File: config.mk
export PLATFORM = sky130hd
export DESIGN_NAME = hdc_config_reg
export DESIGN_NICKNAME = d
export VERILOG_FILES = /design/src/pkg/hdc_pkg.sv /design/src/hw/hdc_threshold_map.sv /design/src/hw/hdc_config_reg.sv
export SDC_FILE = /design/constraint.sdc
export NUM_CORES = 1
export LEC_CHECK = 0
export BUFFER_PORTS_ARGS = -buffer_cell sky130_fd_sc_hd__buf_4
export CAP_MARGIN = 20
export CELL_PAD_IN_SITES_DETAIL_PLACEMENT = 2
export CELL_PAD_IN_SITES_GLOBAL_PLACEMENT = 2
export CORE_MARGIN = 4
export CORE_UTILIZATION = 28
export CTS_CLUSTER_DIAMETER = 200
export DETAILED_ROUTE_END_ITERATION = 10
export GPL_TIMING_DRIVEN = 0
export PLACE_DENSITY = 0.95
export SLEW_MARGIN = 20
export SYNTH_ARGS = -nofsm -noshare
export SYNTH_HDL_FRONTEND = slang
export SYNTH_SLANG_ARGS = --single-unit
export TNS_END_PERCENT = 20
File: constraint.sdc
create_clock -name SYS_CLK -period 1.65 [get_ports SYS_CLK]
set_clock_uncertainty 0.1 [all_clocks]
set_input_delay 0.165 -clock SYS_CLK [delete_from_list [all_inputs] [get_ports SYS_CLK]]
set_output_delay 0.165 -clock SYS_CLK [all_outputs]
set_load 0.01 [all_outputs]
File: src/pkg/hdc_pkg.sv
// Package for the headset detection configuration register block.
// Assumes one clock domain and a plain strobe register port.
package hdc_pkg;
    // ==========================================
    // Register map
    localparam logic [7:0] HDC_CFG1_OFFSET = 8'h1A;
    localparam logic [7:0] HDC_CFG1_RESET = 8'h00;
    localparam logic [7:0] HDC_CFG1_WMASK = 8'hFE;
    // ==========================================
    // Field positions
    localparam int HDC_EN_BIT = 1;
    localparam int HDC_CUR_BIT = 2;
    localparam int HDC_CPL_BIT = 3;
    localparam int HDC_INS_LO = 4;
    localparam int HDC_INS_HI = 5;
    localparam int HDC_MIC_BIT = 6;
    localparam int HDC_RSV7_BIT = 7;
    // ==========================================
    // Impedance figures in ohms
    localparam logic [11:0] HDC_MIC_MIN_LO = 12'h320;
    localparam logic [11:0] HDC_MIC_MIN_HI_AC = 12'h546;
    localparam logic [11:0] HDC_MIC_MIN_HI_DC = 12'h6D6;
    localparam logic [11:0] HDC_HOOK_MAX_LO_AC = 12'h140;
    localparam logic [11:0] HDC_HOOK_MAX_LO_DC = 12'h096;
    localparam logic [11:0] HDC_HOOK_MAX_HI = 12'h2A8;
    localparam logic [11:0] HDC_INS_HOOK_0 = 12'h096;
    localparam logic [11:0] HDC_INS_HOOK_1 = 12'h064;
    localparam logic [11:0] HDC_INS_HOOK_2 = 12'h032;
endpackage

File: src/hw/hdc_threshold_map.sv
// Maps threshold selectors to impedance limits in ohms.
// Assumes registered configuration bits at its inputs.
`timescale 1ns/1ps
module hdc_threshold_map (
    // Clock and reset
    input wire logic sys_clk,
    input wire logic rst_n,
    // Configuration
    input wire logic mic_hook_threshold_select,
    input wire logic dc_coupled,
    input wire logic [1:0] hook_pressed_insert_threshold,
    input wire logic external_resistor_type_setting,
    // Limits
    output logic [11:0] mic_min_ohm,
    output logic [11:0] hook_max_ohm,
    output logic [11:0] insert_hook_min_ohm,
    output logic insert_valid
);
    typedef struct packed {
        logic [11:0] mic;
        logic [11:0] hook;
        logic [11:0] ins;
        logic vld;
    } hdc_map_t;
    hdc_map_t st_r, st_nxt;

    always_comb begin
        st_nxt = st_r;
        if (mic_hook_threshold_select) begin
            st_nxt.hook = hdc_pkg::HDC_HOOK_MAX_HI;
            st_nxt.mic = dc_coupled ? hdc_pkg::HDC_MIC_MIN_HI_DC : hdc_pkg::HDC_MIC_MIN_HI_AC;
        end else begin
            st_nxt.mic = hdc_pkg::HDC_MIC_MIN_LO;
            st_nxt.hook = dc_coupled ? hdc_pkg::HDC_HOOK_MAX_LO_DC : hdc_pkg::HDC_HOOK_MAX_LO_AC;
        end
        // Field only counts with resistor type 0; code 3 gives no limit
        st_nxt.vld = !external_resistor_type_setting && hook_pressed_insert_threshold != 2'h3;
        case (hook_pressed_insert_threshold)
            2'h0: st_nxt.ins = hdc_pkg::HDC_INS_HOOK_0;
            2'h1: st_nxt.ins = hdc_pkg::HDC_INS_HOOK_1;
            2'h2: st_nxt.ins = hdc_pkg::HDC_INS_HOOK_2;
            default: st_nxt.ins = 12'h000;
        endcase
        if (!st_nxt.vld) begin
            st_nxt.ins = 12'h000;
        end
    end

    always_ff @(posedge sys_clk or negedge rst_n) begin
        if (!rst_n) begin
            st_r <= '0;
        end else begin
            st_r <= st_nxt;
        end
    end

    assign mic_min_ohm = st_r.mic;
    assign hook_max_ohm = st_r.hook;
    assign insert_hook_min_ohm = st_r.ins;
    assign insert_valid = st_r.vld;

    a_ins_ignored: assert property (@(posedge sys_clk) disable iff (!rst_n)
        external_resistor_type_setting |=> !insert_valid && insert_hook_min_ohm == 12'h000)
        else $error("insert limit active with resistor type 1");
    a_hook_dc_low: assert property (@(posedge sys_clk) disable iff (!rst_n)
        (!mic_hook_threshold_select && dc_coupled) |=> hook_max_ohm == hdc_pkg::HDC_HOOK_MAX_LO_DC)
        else $error("hook limit wrong for low select dc");
    a_mic_dc_high: assert property (@(posedge sys_clk) disable iff (!rst_n)
        (mic_hook_threshold_select && dc_coupled) |=> mic_min_ohm == hdc_pkg::HDC_MIC_MIN_HI_DC)
        else $error("mic limit wrong for high select dc");
endmodule

File: src/hw/hdc_config_reg.sv
// Headset detection configuration register, one byte, with decoded controls.
// Assumes a single-cycle strobe register port and synchronous inputs.
//
// Chosen here: the placing of the registers and the address-and-strobe port.
`timescale 1ns/1ps
module hdc_config_reg (
    // Clock and reset
    input wire logic SYS_CLK,
    input wire logic RSTN,
    // Register port
    input wire logic [7:0] ADDR,
    input wire logic [7:0] WDATA,
    input wire logic WR,
    input wire logic RD,
    output logic [7:0] RDATA,
    // Detection context
    input wire logic EXTERNAL_RESISTOR_TYPE_SETTING,
    // Detection controls
    output logic HEADSET_DETECTION_ENABLE,
    output logic HEADPHONE_COUPLING_SELECT,
    output logic DOUBLE_DETECT_CURRENT_ENABLE,
    output logic MIC_HOOK_THRESHOLD_SELECT,
    output logic [1:0] HOOK_PRESSED_INSERT_THRESHOLD,
    // Decoded limits
    output logic [11:0] MIC_MIN_OHM,
    output logic [11:0] HOOK_MAX_OHM,
    output logic [11:0] INSERT_HOOK_MIN_OHM,
    output logic INSERT_VALID
);
    typedef struct packed {
        logic [7:0] cfg;
        logic [7:0] rdata;
    } hdc_state_t;
    hdc_state_t st_r, st_nxt;
    logic hit;

    assign hit = ADDR == hdc_pkg::HDC_CFG1_OFFSET;

    // ==========================================
    // Register storage and read path
    always_comb begin
        st_nxt = st_r;
        st_nxt.rdata = 8'h00;
        if (WR && hit) begin
            // Bit 0 is read-only and always reads zero
            st_nxt.cfg = WDATA & hdc_pkg::HDC_CFG1_WMASK;
        end
        if (RD && hit) begin
            st_nxt.rdata = st_r.cfg;
        end
    end

    always_ff @(posedge SYS_CLK or negedge RSTN) begin
        if (!RSTN) begin
            st_r <= {hdc_pkg::HDC_CFG1_RESET, 8'h00};
        end else begin
            st_r <= st_nxt;
        end
    end

    // ==========================================
    // Control outputs
    assign RDATA = st_r.rdata;
    assign HEADSET_DETECTION_ENABLE = st_r.cfg[hdc_pkg::HDC_EN_BIT];
    assign HEADPHONE_COUPLING_SELECT = st_r.cfg[hdc_pkg::HDC_CPL_BIT];
    assign DOUBLE_DETECT_CURRENT_ENABLE = st_r.cfg[hdc_pkg::HDC_CUR_BIT];
    assign MIC_HOOK_THRESHOLD_SELECT = st_r.cfg[hdc_pkg::HDC_MIC_BIT];
    assign HOOK_PRESSED_INSERT_THRESHOLD = st_r.cfg[hdc_pkg::HDC_INS_HI:hdc_pkg::HDC_INS_LO];

    // Limits lag the register by one cycle
    hdc_threshold_map u_map (
        .sys_clk(SYS_CLK),
        .rst_n(RSTN),
        .mic_hook_threshold_select(st_r.cfg[hdc_pkg::HDC_MIC_BIT]),
        .dc_coupled(st_r.cfg[hdc_pkg::HDC_CPL_BIT]),
        .hook_pressed_insert_threshold(st_r.cfg[hdc_pkg::HDC_INS_HI:hdc_pkg::HDC_INS_LO]),
        .external_resistor_type_setting(EXTERNAL_RESISTOR_TYPE_SETTING),
        .mic_min_ohm(MIC_MIN_OHM),
        .hook_max_ohm(HOOK_MAX_OHM),
        .insert_hook_min_ohm(INSERT_HOOK_MIN_OHM),
        .insert_valid(INSERT_VALID)
    );

    // ==========================================
    // Register checks
    a_enable_write: assert property (@(posedge SYS_CLK) disable iff (!RSTN)
        (WR && hit) |=> HEADSET_DETECTION_ENABLE == $past(WDATA[1]))
        else $error("enable does not follow write");
    a_coupling_write: assert property (@(posedge SYS_CLK) disable iff (!RSTN)
        (WR && hit) |=> HEADPHONE_COUPLING_SELECT == $past(WDATA[3]))
        else $error("coupling does not follow write");
    a_current_write: assert property (@(posedge SYS_CLK) disable iff (!RSTN)
        (WR && hit) |=> DOUBLE_DETECT_CURRENT_ENABLE == $past(WDATA[2]))
        else $error("current select does not follow write");
    a_mic_sel_write: assert property (@(posedge SYS_CLK) disable iff (!RSTN)
        (WR && hit) |=> MIC_HOOK_THRESHOLD_SELECT == $past(WDATA[6]))
        else $error("threshold select does not follow write");
    a_ins_field_write: assert property (@(posedge SYS_CLK) disable iff (!RSTN)
        (WR && hit) |=> HOOK_PRESSED_INSERT_THRESHOLD == $past(WDATA[5:4]))
        else $error("insert field does not follow write");
    a_rsv7_write: assert property (@(posedge SYS_CLK) disable iff (!RSTN)
        (WR && hit) |=> st_r.cfg[7] == $past(WDATA[7]))
        else $error("bit 7 does not follow write");
    a_bit0_store: assert property (@(posedge SYS_CLK) disable iff (!RSTN)
        (WR && hit) |=> st_r.cfg[0] == 1'b0)
        else $error("read-only bit 0 took a write");
    a_hold_no_write: assert property (@(posedge SYS_CLK) disable iff (!RSTN)
        !(WR && hit) |=> $stable(st_r.cfg))
        else $error("register changed without write");
    // No disable here: the register must sit at zero for the whole reset
    a_reset_clear: assert property (@(posedge SYS_CLK)
        !RSTN |-> st_r.cfg == 8'h00 && RDATA == 8'h00)
        else $error("register not clear in reset");

    // ==========================================
    // Read checks
    a_read_back: assert property (@(posedge SYS_CLK) disable iff (!RSTN)
        (RD && hit) |=> RDATA == $past(st_r.cfg))
        else $error("read data differ from stored value");
    a_bit0_zero: assert property (@(posedge SYS_CLK) disable iff (!RSTN)
        (RD && hit) |=> RDATA[0] == 1'b0)
        else $error("read-only bit 0 reads one");
    a_read_miss: assert property (@(posedge SYS_CLK) disable iff (!RSTN)
        (RD && !hit) |=> RDATA == 8'h00)
        else $error("unmapped read returned data");
    a_rdata_idle: assert property (@(posedge SYS_CLK) disable iff (!RSTN)
        !RD |=> RDATA == 8'h00)
        else $error("read data stood beyond one cycle");
    a_read_no_effect: assert property (@(posedge SYS_CLK) disable iff (!RSTN)
        (RD && hit) |=> $stable(st_r.cfg))
        else $error("read changed the register");

    // ==========================================
    // Limit checks
    // Limits trail the register by a cycle, hence the one-cycle implications
    a_limits_reset: assert property (@(posedge SYS_CLK)
        !RSTN |-> MIC_MIN_OHM == 12'h000 && HOOK_MAX_OHM == 12'h000 && !INSERT_VALID)
        else $error("limits not clear in reset");
    a_limits_start: assert property (@(posedge SYS_CLK) disable iff (!RSTN)
        $rose(RSTN) |=> MIC_MIN_OHM == hdc_pkg::HDC_MIC_MIN_LO
            && HOOK_MAX_OHM == hdc_pkg::HDC_HOOK_MAX_LO_AC)
        else $error("limits wrong after reset");
    // First cycle after reset is left out: the map is still leaving zero then
    a_limits_hold: assert property (@(posedge SYS_CLK) disable iff (!RSTN)
        ($past(RSTN) && $stable(st_r.cfg) && $stable(EXTERNAL_RESISTOR_TYPE_SETTING))
        |=> $stable(MIC_MIN_OHM) && $stable(HOOK_MAX_OHM) && $stable(INSERT_HOOK_MIN_OHM))
        else $error("limits moved without a cause");
    a_mic_low_sel: assert property (@(posedge SYS_CLK) disable iff (!RSTN)
        (!MIC_HOOK_THRESHOLD_SELECT ##1 !MIC_HOOK_THRESHOLD_SELECT)
        |=> MIC_MIN_OHM == hdc_pkg::HDC_MIC_MIN_LO)
        else $error("mic limit not 800 ohm");
    a_mic_high_ac: assert property (@(posedge SYS_CLK) disable iff (!RSTN)
        (MIC_HOOK_THRESHOLD_SELECT && !HEADPHONE_COUPLING_SELECT)
        |=> MIC_MIN_OHM == hdc_pkg::HDC_MIC_MIN_HI_AC)
        else $error("mic limit not 1350 ohm");
    a_hook_low_ac: assert property (@(posedge SYS_CLK) disable iff (!RSTN)
        (!MIC_HOOK_THRESHOLD_SELECT && !HEADPHONE_COUPLING_SELECT)
        |=> HOOK_MAX_OHM == hdc_pkg::HDC_HOOK_MAX_LO_AC)
        else $error("hook limit not 320 ohm");
    a_hook_high_sel: assert property (@(posedge SYS_CLK) disable iff (!RSTN)
        MIC_HOOK_THRESHOLD_SELECT |=> HOOK_MAX_OHM == hdc_pkg::HDC_HOOK_MAX_HI)
        else $error("hook limit not 680 ohm");
    a_ins_code0: assert property (@(posedge SYS_CLK) disable iff (!RSTN)
        (HOOK_PRESSED_INSERT_THRESHOLD == 2'h0 && !EXTERNAL_RESISTOR_TYPE_SETTING)
        |=> INSERT_VALID && INSERT_HOOK_MIN_OHM == hdc_pkg::HDC_INS_HOOK_0)
        else $error("insert limit not 150 ohm");
    a_ins_code1: assert property (@(posedge SYS_CLK) disable iff (!RSTN)
        (HOOK_PRESSED_INSERT_THRESHOLD == 2'h1 && !EXTERNAL_RESISTOR_TYPE_SETTING)
        |=> INSERT_HOOK_MIN_OHM == hdc_pkg::HDC_INS_HOOK_1)
        else $error("insert limit not 100 ohm");
    a_ins_code2: assert property (@(posedge SYS_CLK) disable iff (!RSTN)
        (HOOK_PRESSED_INSERT_THRESHOLD == 2'h2 && !EXTERNAL_RESISTOR_TYPE_SETTING)
        |=> INSERT_VALID && INSERT_HOOK_MIN_OHM == hdc_pkg::HDC_INS_HOOK_2)
        else $error("insert limit not 50 ohm");
    a_ins_reserved: assert property (@(posedge SYS_CLK) disable iff (!RSTN)
        HOOK_PRESSED_INSERT_THRESHOLD == 2'h3 |=> !INSERT_VALID && INSERT_HOOK_MIN_OHM == 12'h000)
        else $error("reserved insert code gave a limit");
    a_valid_code: assert property (@(posedge SYS_CLK) disable iff (!RSTN)
        INSERT_VALID |-> INSERT_HOOK_MIN_OHM != 12'h000)
        else $error("valid insert limit reads zero");

    // ==========================================
    // Coverage
    c_enable_on: cover property (@(posedge SYS_CLK) disable iff (!RSTN)
        !HEADSET_DETECTION_ENABLE ##1 HEADSET_DETECTION_ENABLE);
    c_dc_high: cover property (@(posedge SYS_CLK) disable iff (!RSTN)
        HEADPHONE_COUPLING_SELECT && MIC_HOOK_THRESHOLD_SELECT);
    c_read_hit: cover property (@(posedge SYS_CLK) disable iff (!RSTN) RD && hit);
    c_ins_code2: cover property (@(posedge SYS_CLK) disable iff (!RSTN)
        INSERT_VALID && HOOK_PRESSED_INSERT_THRESHOLD == 2'h2);
    c_ins_reserved: cover property (@(posedge SYS_CLK) disable iff (!RSTN)
        HOOK_PRESSED_INSERT_THRESHOLD == 2'h3 && !EXTERNAL_RESISTOR_TYPE_SETTING);
endmodule

==> results of run 1 <==
==> layer usage <==
metal,global-route usage,vias up
met4,0.0214,0
met5,0,-
met1,0.115,449
met2,0.216,45
li1,-,429
met3,0.0426,2
==> worst max-delay path: stages, from the launching register on <==
cell     delay (ps)
dfrtp_1         470
buf_4           170
buf_4           130
==> through the flow <==
stage,setup WS [ps],util
after floorplan,529,-
after global placement,345,0.415
after detailed placement,295,0.415
after CTS,331,0.432
after global routing,252,0.432
final,345,0.432
==> power by group <==
part | internal [mW] | switching [mW] | total, mW
clock network | 0.213 | 0.205 | 0.419
registers | 0.712 | 0.0203 | 0.732
logic | 0.135 | 0.0992 | 0.235
==> flip-flops by register name, indices dropped and copies added (netlist names) <==
signal,count
st_r,1
MIC_HOOK_THRESHOLD_SELECT,1
u_map.hook_max_ohm,4
u_map.insert_hook_min_ohm,5
u_map.insert_valid,1
RDATA,7
HOOK_PRESSED_INSERT_THRESHOLD,2
HEADSET_DETECTION_ENABLE,1
DOUBLE_DETECT_CURRENT_ENABLE,1
u_map.mic_min_ohm,4
HEADPHONE_COUPLING_SELECT,1
==> worst max path at each step <==
stage                                             endpoint                              from  slack (ps)  cells after the start
after floorplan               DOUBLE_DETECT_CURRENT_ENABLE                           ADDR[5]         530                      3
after global placement    HOOK_PRESSED_INSERT_THRESHOLD[0]                           ADDR[5]         350                      4
after detailed placement                          st_r[15]                           ADDR[5]         300                      4
after CTS                 HOOK_PRESSED_INSERT_THRESHOLD[0]  HOOK_PRESSED_INSERT_THRESHOLD[0]         330                      2
after global routing          u_map.insert_hook_min_ohm[2]  HOOK_PRESSED_INSERT_THRESHOLD[0]         250                      4
final                     HOOK_PRESSED_INSERT_THRESHOLD[0]  HOOK_PRESSED_INSERT_THRESHOLD[0]         340                      2
==> final cells by class <==
class	count	area (um2)
fill	467	2510
sequential	28	701
timing repair buffer	59	448
multi-input combinational	49	373
buffer	33	248
tap	52	65.1
clock buffer	4	55.1
inverter	5	18.8
==> cell families (layout without fill, tap and decap cells) <==
logic type / count (synthesis) / in the layout / synth area share
DFF: 28 / 28 / 0.541
other: 1 / 13 / 0.00290
adders and majority gates: 6 / 6 / 0.0580
and+or+nand+nor: 23 / 23 / 0.131
muxes: 7 / 7 / 0.0609
buffers and inverters: 38 / 101 / 0.206
==> cell usage in the layout (no fill, tap or decap) <==
cell           netlist  layout
mux2_2               7       7
and3_2               1       1
clkbuf_8             0       4
nor4_1               2       2
nand2b_1             1       1
ha_1                 6       6
nor2_1               4       4
nor2b_1              1       1
dfrtp_1             28      28
nor4b_4              1       1
conb_1               1      13
inv_1                5       5
nand3_4              1       1
and4bb_2             1       1
and2_1              11      11
dlygate4sd3_1        0       2
buf_4               33      90
==> flow_metrics.tcl, run 1 <==
set metrics [dict create \
    hp-class "primary input to flop" \
    grt_max_degree 29 \
    grt_pass1_vias 1038 \
    avgSynthCellArea_um2 12.6 \
    netlist_area_mm2 0.00129 \
    cts.path.max_buffers 2 \
    async_flop_share 1.00 \
    synthCells 103 \
    dpl_cell_area_mm2 0.00183 \
    clk_pin_slew_worst_paths_ps 90 \
    drc_errors 0 \
    postCtsSetupRepairBufs 0 \
    routed-wl-met2_um 1760 \
    leakage_nw 1.07 \
    synth_flop_cell "dfrtp_1" \
    ys_seq_area_frac 0.541 \
    cp-end-kind "output pin" \
    r2r-start "HOOK_PRESSED_INSERT_THRESHOLD[0]" \
    setup_tns_ps 0 \
    rr_worst_depth 3 \
    coreArea_mm2 0.00441 \
    cts_resized 0 \
    netlist_top_cells_count "33 x buf_4, 28 x dfrtp_1, 11 x and2_1" \
    reg2reg_to "u_map.insert_hook_min_ohm[5]" \
    synth_top_area_frac 0.541 \
    critPathRequiredTime_ps 1380 \
    yosys_register_bits 28 \
    slew_violations 0 \
    met1_length_um 1030 \
    io_buffers 57 \
    cap_violations 0 \
    fp-row-count 24 \
    wl_um 3100 \
    grtUsageTotal 0.113 \
    drt-pass1-iter-count 2 \
    dp.cells 224 \
    dr_wl_met3_um 296 \
    synth_top_area_cell "dfrtp_1" \
    drtIter0Drc 28 \
    synth.most_common_cell "buf_4" \
    routedWlPerCell_um 13.5 \
    finalCritPeriodShare 0.791 \
    hold_path_end "MIC_HOOK_THRESHOLD_SELECT" \
    holdBufCountCts 2 \
    die-area_mm2 0.00578 \
    grt_setup_unrepaired "false" \
    cp.arrival_ps 1040 \
    io_pins 72 \
    status "finished clean" \
    cts.sinks 28 \
    top_layer "met4" \
    drive_gt1_frac 0.590 \
    synthDistinctLibCells 15 \
    p_per_area_mw_per_mm2 726 \
    cts_buffers 3 \
    worstHoldStart "WDATA[6]" \
    r2r_slack_ps 380 \
    drtAntennaViolNets 0 \
    path_max_fanout 7 \
    power_mw 1.39 \
    htreeDepth 1 \
    clock_latency_ps 270 \
    dp_hpwl_um 2630 \
    clockRootBuffer "clkbuf_8" \
    ir_drop_mv 0.279 \
    stdcell_count 230 \
    num_antenna_cells 0 \
    routabilityCongestion 0.651 \
    fin_crit_ps 1310 \
    hold_viol_final 0 \
    hold_depth 2 \
    fmax_ghz 0.766 \
    stdcell_area_mm2 0.00191 \
    syn_to_final_growth_pct 47.3 \
    grt_pass1_wl_um 5360 \
    yosys-top-cells-area "dfrtp_1 54%, buf_4 19%, mux2_2 6.1%" \
    yosysWarnings 0 \
    antenna_found_initial 0 \
    die_h_um 76.0 \
    overflow 0 \
    die_w_um 76.0 \
    finalSetupViolCount 0 \
    tritoncts "done" \
    routed_via_density 4.02 \
    initial_utilization 0.293 \
    startpoint_type "flop" \
    vias 925 \
    crit_type "flop to output pin" \
    hold_slack_ps 22.4 \
    fin_nets 206 \
    synth-edff-count 0 \
]
Note: power is estimated with default switching activity, not from simulation.
==> run 2: changes to the inputs <==
- CORE_UTILIZATION: 28 -> 23
- PLACE_DENSITY: 0.95 -> 0.85
- clock period: 1.65 -> 1.1 ns (I/O delays scaled with it)
==> run 2 against run 1 <==
Net effect:
- critical path type unchanged
- the run now ends with setup timing left
- global-route usage down 2.3 points
- routed wire length up 2.9%
- final cell count up 12%
- first-iteration DRC count fell by 21%
- clock-buffer cell count stayed put
- clock power up 49%
- sequential power is 52% higher
- worst setup slack got worse by 470 ps
- via count rose by 1.1%
- sequential cell count stayed put
- cell area is 14% higher
- die area rose by 19%
==> flow_metrics.tcl, run 2 (synthesized netlist as in run 1, its figures left out) <==
set metrics [dict create \
    grt_max_degree 29 \
    clock_latency_ps 270 \
    final_util 0.399 \
    die_w_um 83.0 \
    layout_commonest_cell "buf_4" \
    routabilityCongestion 0.669 \
    finalSetupViolCount 19 \
    grt_util_met2 0.181 \
    p_per_area_mw_per_mm2 980 \
    initial_utilization 0.237 \
    fill_cells 576 \
    io_pins 72 \
    htreeDepth 1 \
    die-area_mm2 0.00689 \
    fin_nets 213 \
    reg2reg_to "u_map.insert_hook_min_ohm[2]" \
    drtIter0Drc 22 \
    dp_hpwl_um 2340 \
    critPathSlowestCell "dfrtp_2" \
    routed_via_density 3.64 \
    critPathLaunch "u_map.hook_max_ohm[5]" \
    cts.path.max_buffers 2 \
    routedWlPerCell_um 12.4 \
    cap_violations 0 \
    cp.arrival_ps 1010 \
    grt-busiest-layer "met2" \
    cp-end-kind "output pin" \
    final_cell_mix "50 x buf_4, 40 x buf_6, 23 x dfrtp_1" \
    die_h_um 83.0 \
    worst_slack_ps -122 \
    grtUsageTotal 0.0898 \
    ir_drop_mv 0.426 \
    path_common_cell "buf_6" \
    drt-pass1-iter-count 2 \
    crit_type "flop to output pin" \
    max_stage_delay_ps 490 \
    postCtsSetupRepairBufs 0 \
    grtUsageMet1 0.0885 \
    violations "setup timing" \
    critPathRequiredTime_ps 890 \
    grtUsageMet3 0.0218 \
    setup_tns_ps -1230 \
    io_buffers 57 \
    drtAntennaViolNets 0 \
    status "finished with violations" \
    clk_pin_slew_worst_paths_ps 90 \
    crit_path_cell_trace "buf_6, buf_6" \
    fin_crit_ps 1220 \
    drc_errors 0 \
    stdcell_count 257 \
    path_max_fanout 7 \
    coreArea_mm2 0.00547 \
    cp_top_family "flip-flops" \
    grt_setup_unrepaired "true" \
    vias 935 \
    clockRootBuffer "clkbuf_8" \
    grt_pass1_wl_um 5020 \
    largest_reg_flops 7 \
    rr_worst_depth 2 \
    tritoncts "done" \
    r2r_slack_ps -50 \
    power_mw 2.14 \
    hp-class "primary input to flop" \
    fmax_ghz 0.818 \
    cp-endpoint "MIC_MIN_OHM[10]" \
    overflow 0 \
    grt_pass1_vias 1024 \
    leakage_nw 1.13 \
    syn_to_final_growth_pct 68.7 \
    drive_gt1_frac 0.632 \
    hold_slack_ps 158 \
    cts_buffers 3 \
    hold_viol_final 0 \
    path_buf_inv 2 \
    finalCritPeriodShare 1.11 \
    antenna_found_initial 0 \
    crit_cells 2 \
    wl_um 3190 \
    fp-row-count 27 \
    num_antenna_cells 0 \
    startpoint_type "flop" \
    dp.cells 244 \
    slew_violations 0 \
    r2r-start "HOOK_PRESSED_INSERT_THRESHOLD[0]" \
    cts.sinks 28 \
]
## run 2: what timing repair did
action	in CTS	in global routing
gates cloned	0	0
endpoints found under the hold margin	38	0
pin swaps	3	0
resized for setup	30	22
hold buffers	9	0
endpoints found under the setup margin	29	28
## run 2: worst reg2reg max path, delay by kind of cell (launching register included)
kind | cells | cell delay (ps)
adder cells (fa/ha/maj) | 1 | 240
AND/OR/NAND/NOR | 1 | 240
flip-flops | 1 | 480
## run 2: worst min path at each step
stage                     from                                to  cells after the start
after floorplan           RSTN      DOUBLE_DETECT_CURRENT_ENABLE                      0
final                       WR  HOOK_PRESSED_INSERT_THRESHOLD[1]                      3
after CTS                   WR         MIC_HOOK_THRESHOLD_SELECT                      3
after global placement    RSTN                          RDATA[2]                      1
after detailed placement  RSTN                          RDATA[2]                      1
after global routing        WR          HEADSET_DETECTION_ENABLE                      3
## run 2: final cells by class
| cell class | instances | area [um2] | area share |
|---|---|---|---|
| timing repair buffer | 66 | 597 | 0.273 |
| clock buffer | 4 | 55.1 | 0.0252 |
| tap | 72 | 90.1 | 0.0412 |
| sequential | 28 | 707 | 0.324 |
| inverter | 5 | 18.8 | 0.00859 |
| buffer | 33 | 319 | 0.146 |
| multi-input combinational | 49 | 398 | 0.182 |
## run 2: power breakdown
| part | internal [mW] | switching, mW |
|---|---|---|
| Sequential | 1.07 | 0.0371 |
| Combinational | 0.254 | 0.158 |
| Clock | 0.320 | 0.303 |
## run 2: layer usage
layer / share of wire / wire length [um]
met4: 0.011 / 36
met2: 0.59 / 1870
met1: 0.33 / 1060
met5: 0 / 0
met3: 0.070 / 223
## run 2: per-stage QoR
stage                     setup slack (ps)  cell area, um2
after floorplan                     -0.237            1340
after global placement                -159            1860
after detailed placement              -196            1860
after CTS                             -119            2100
after global routing                  -170            2180
final                                 -122            2180
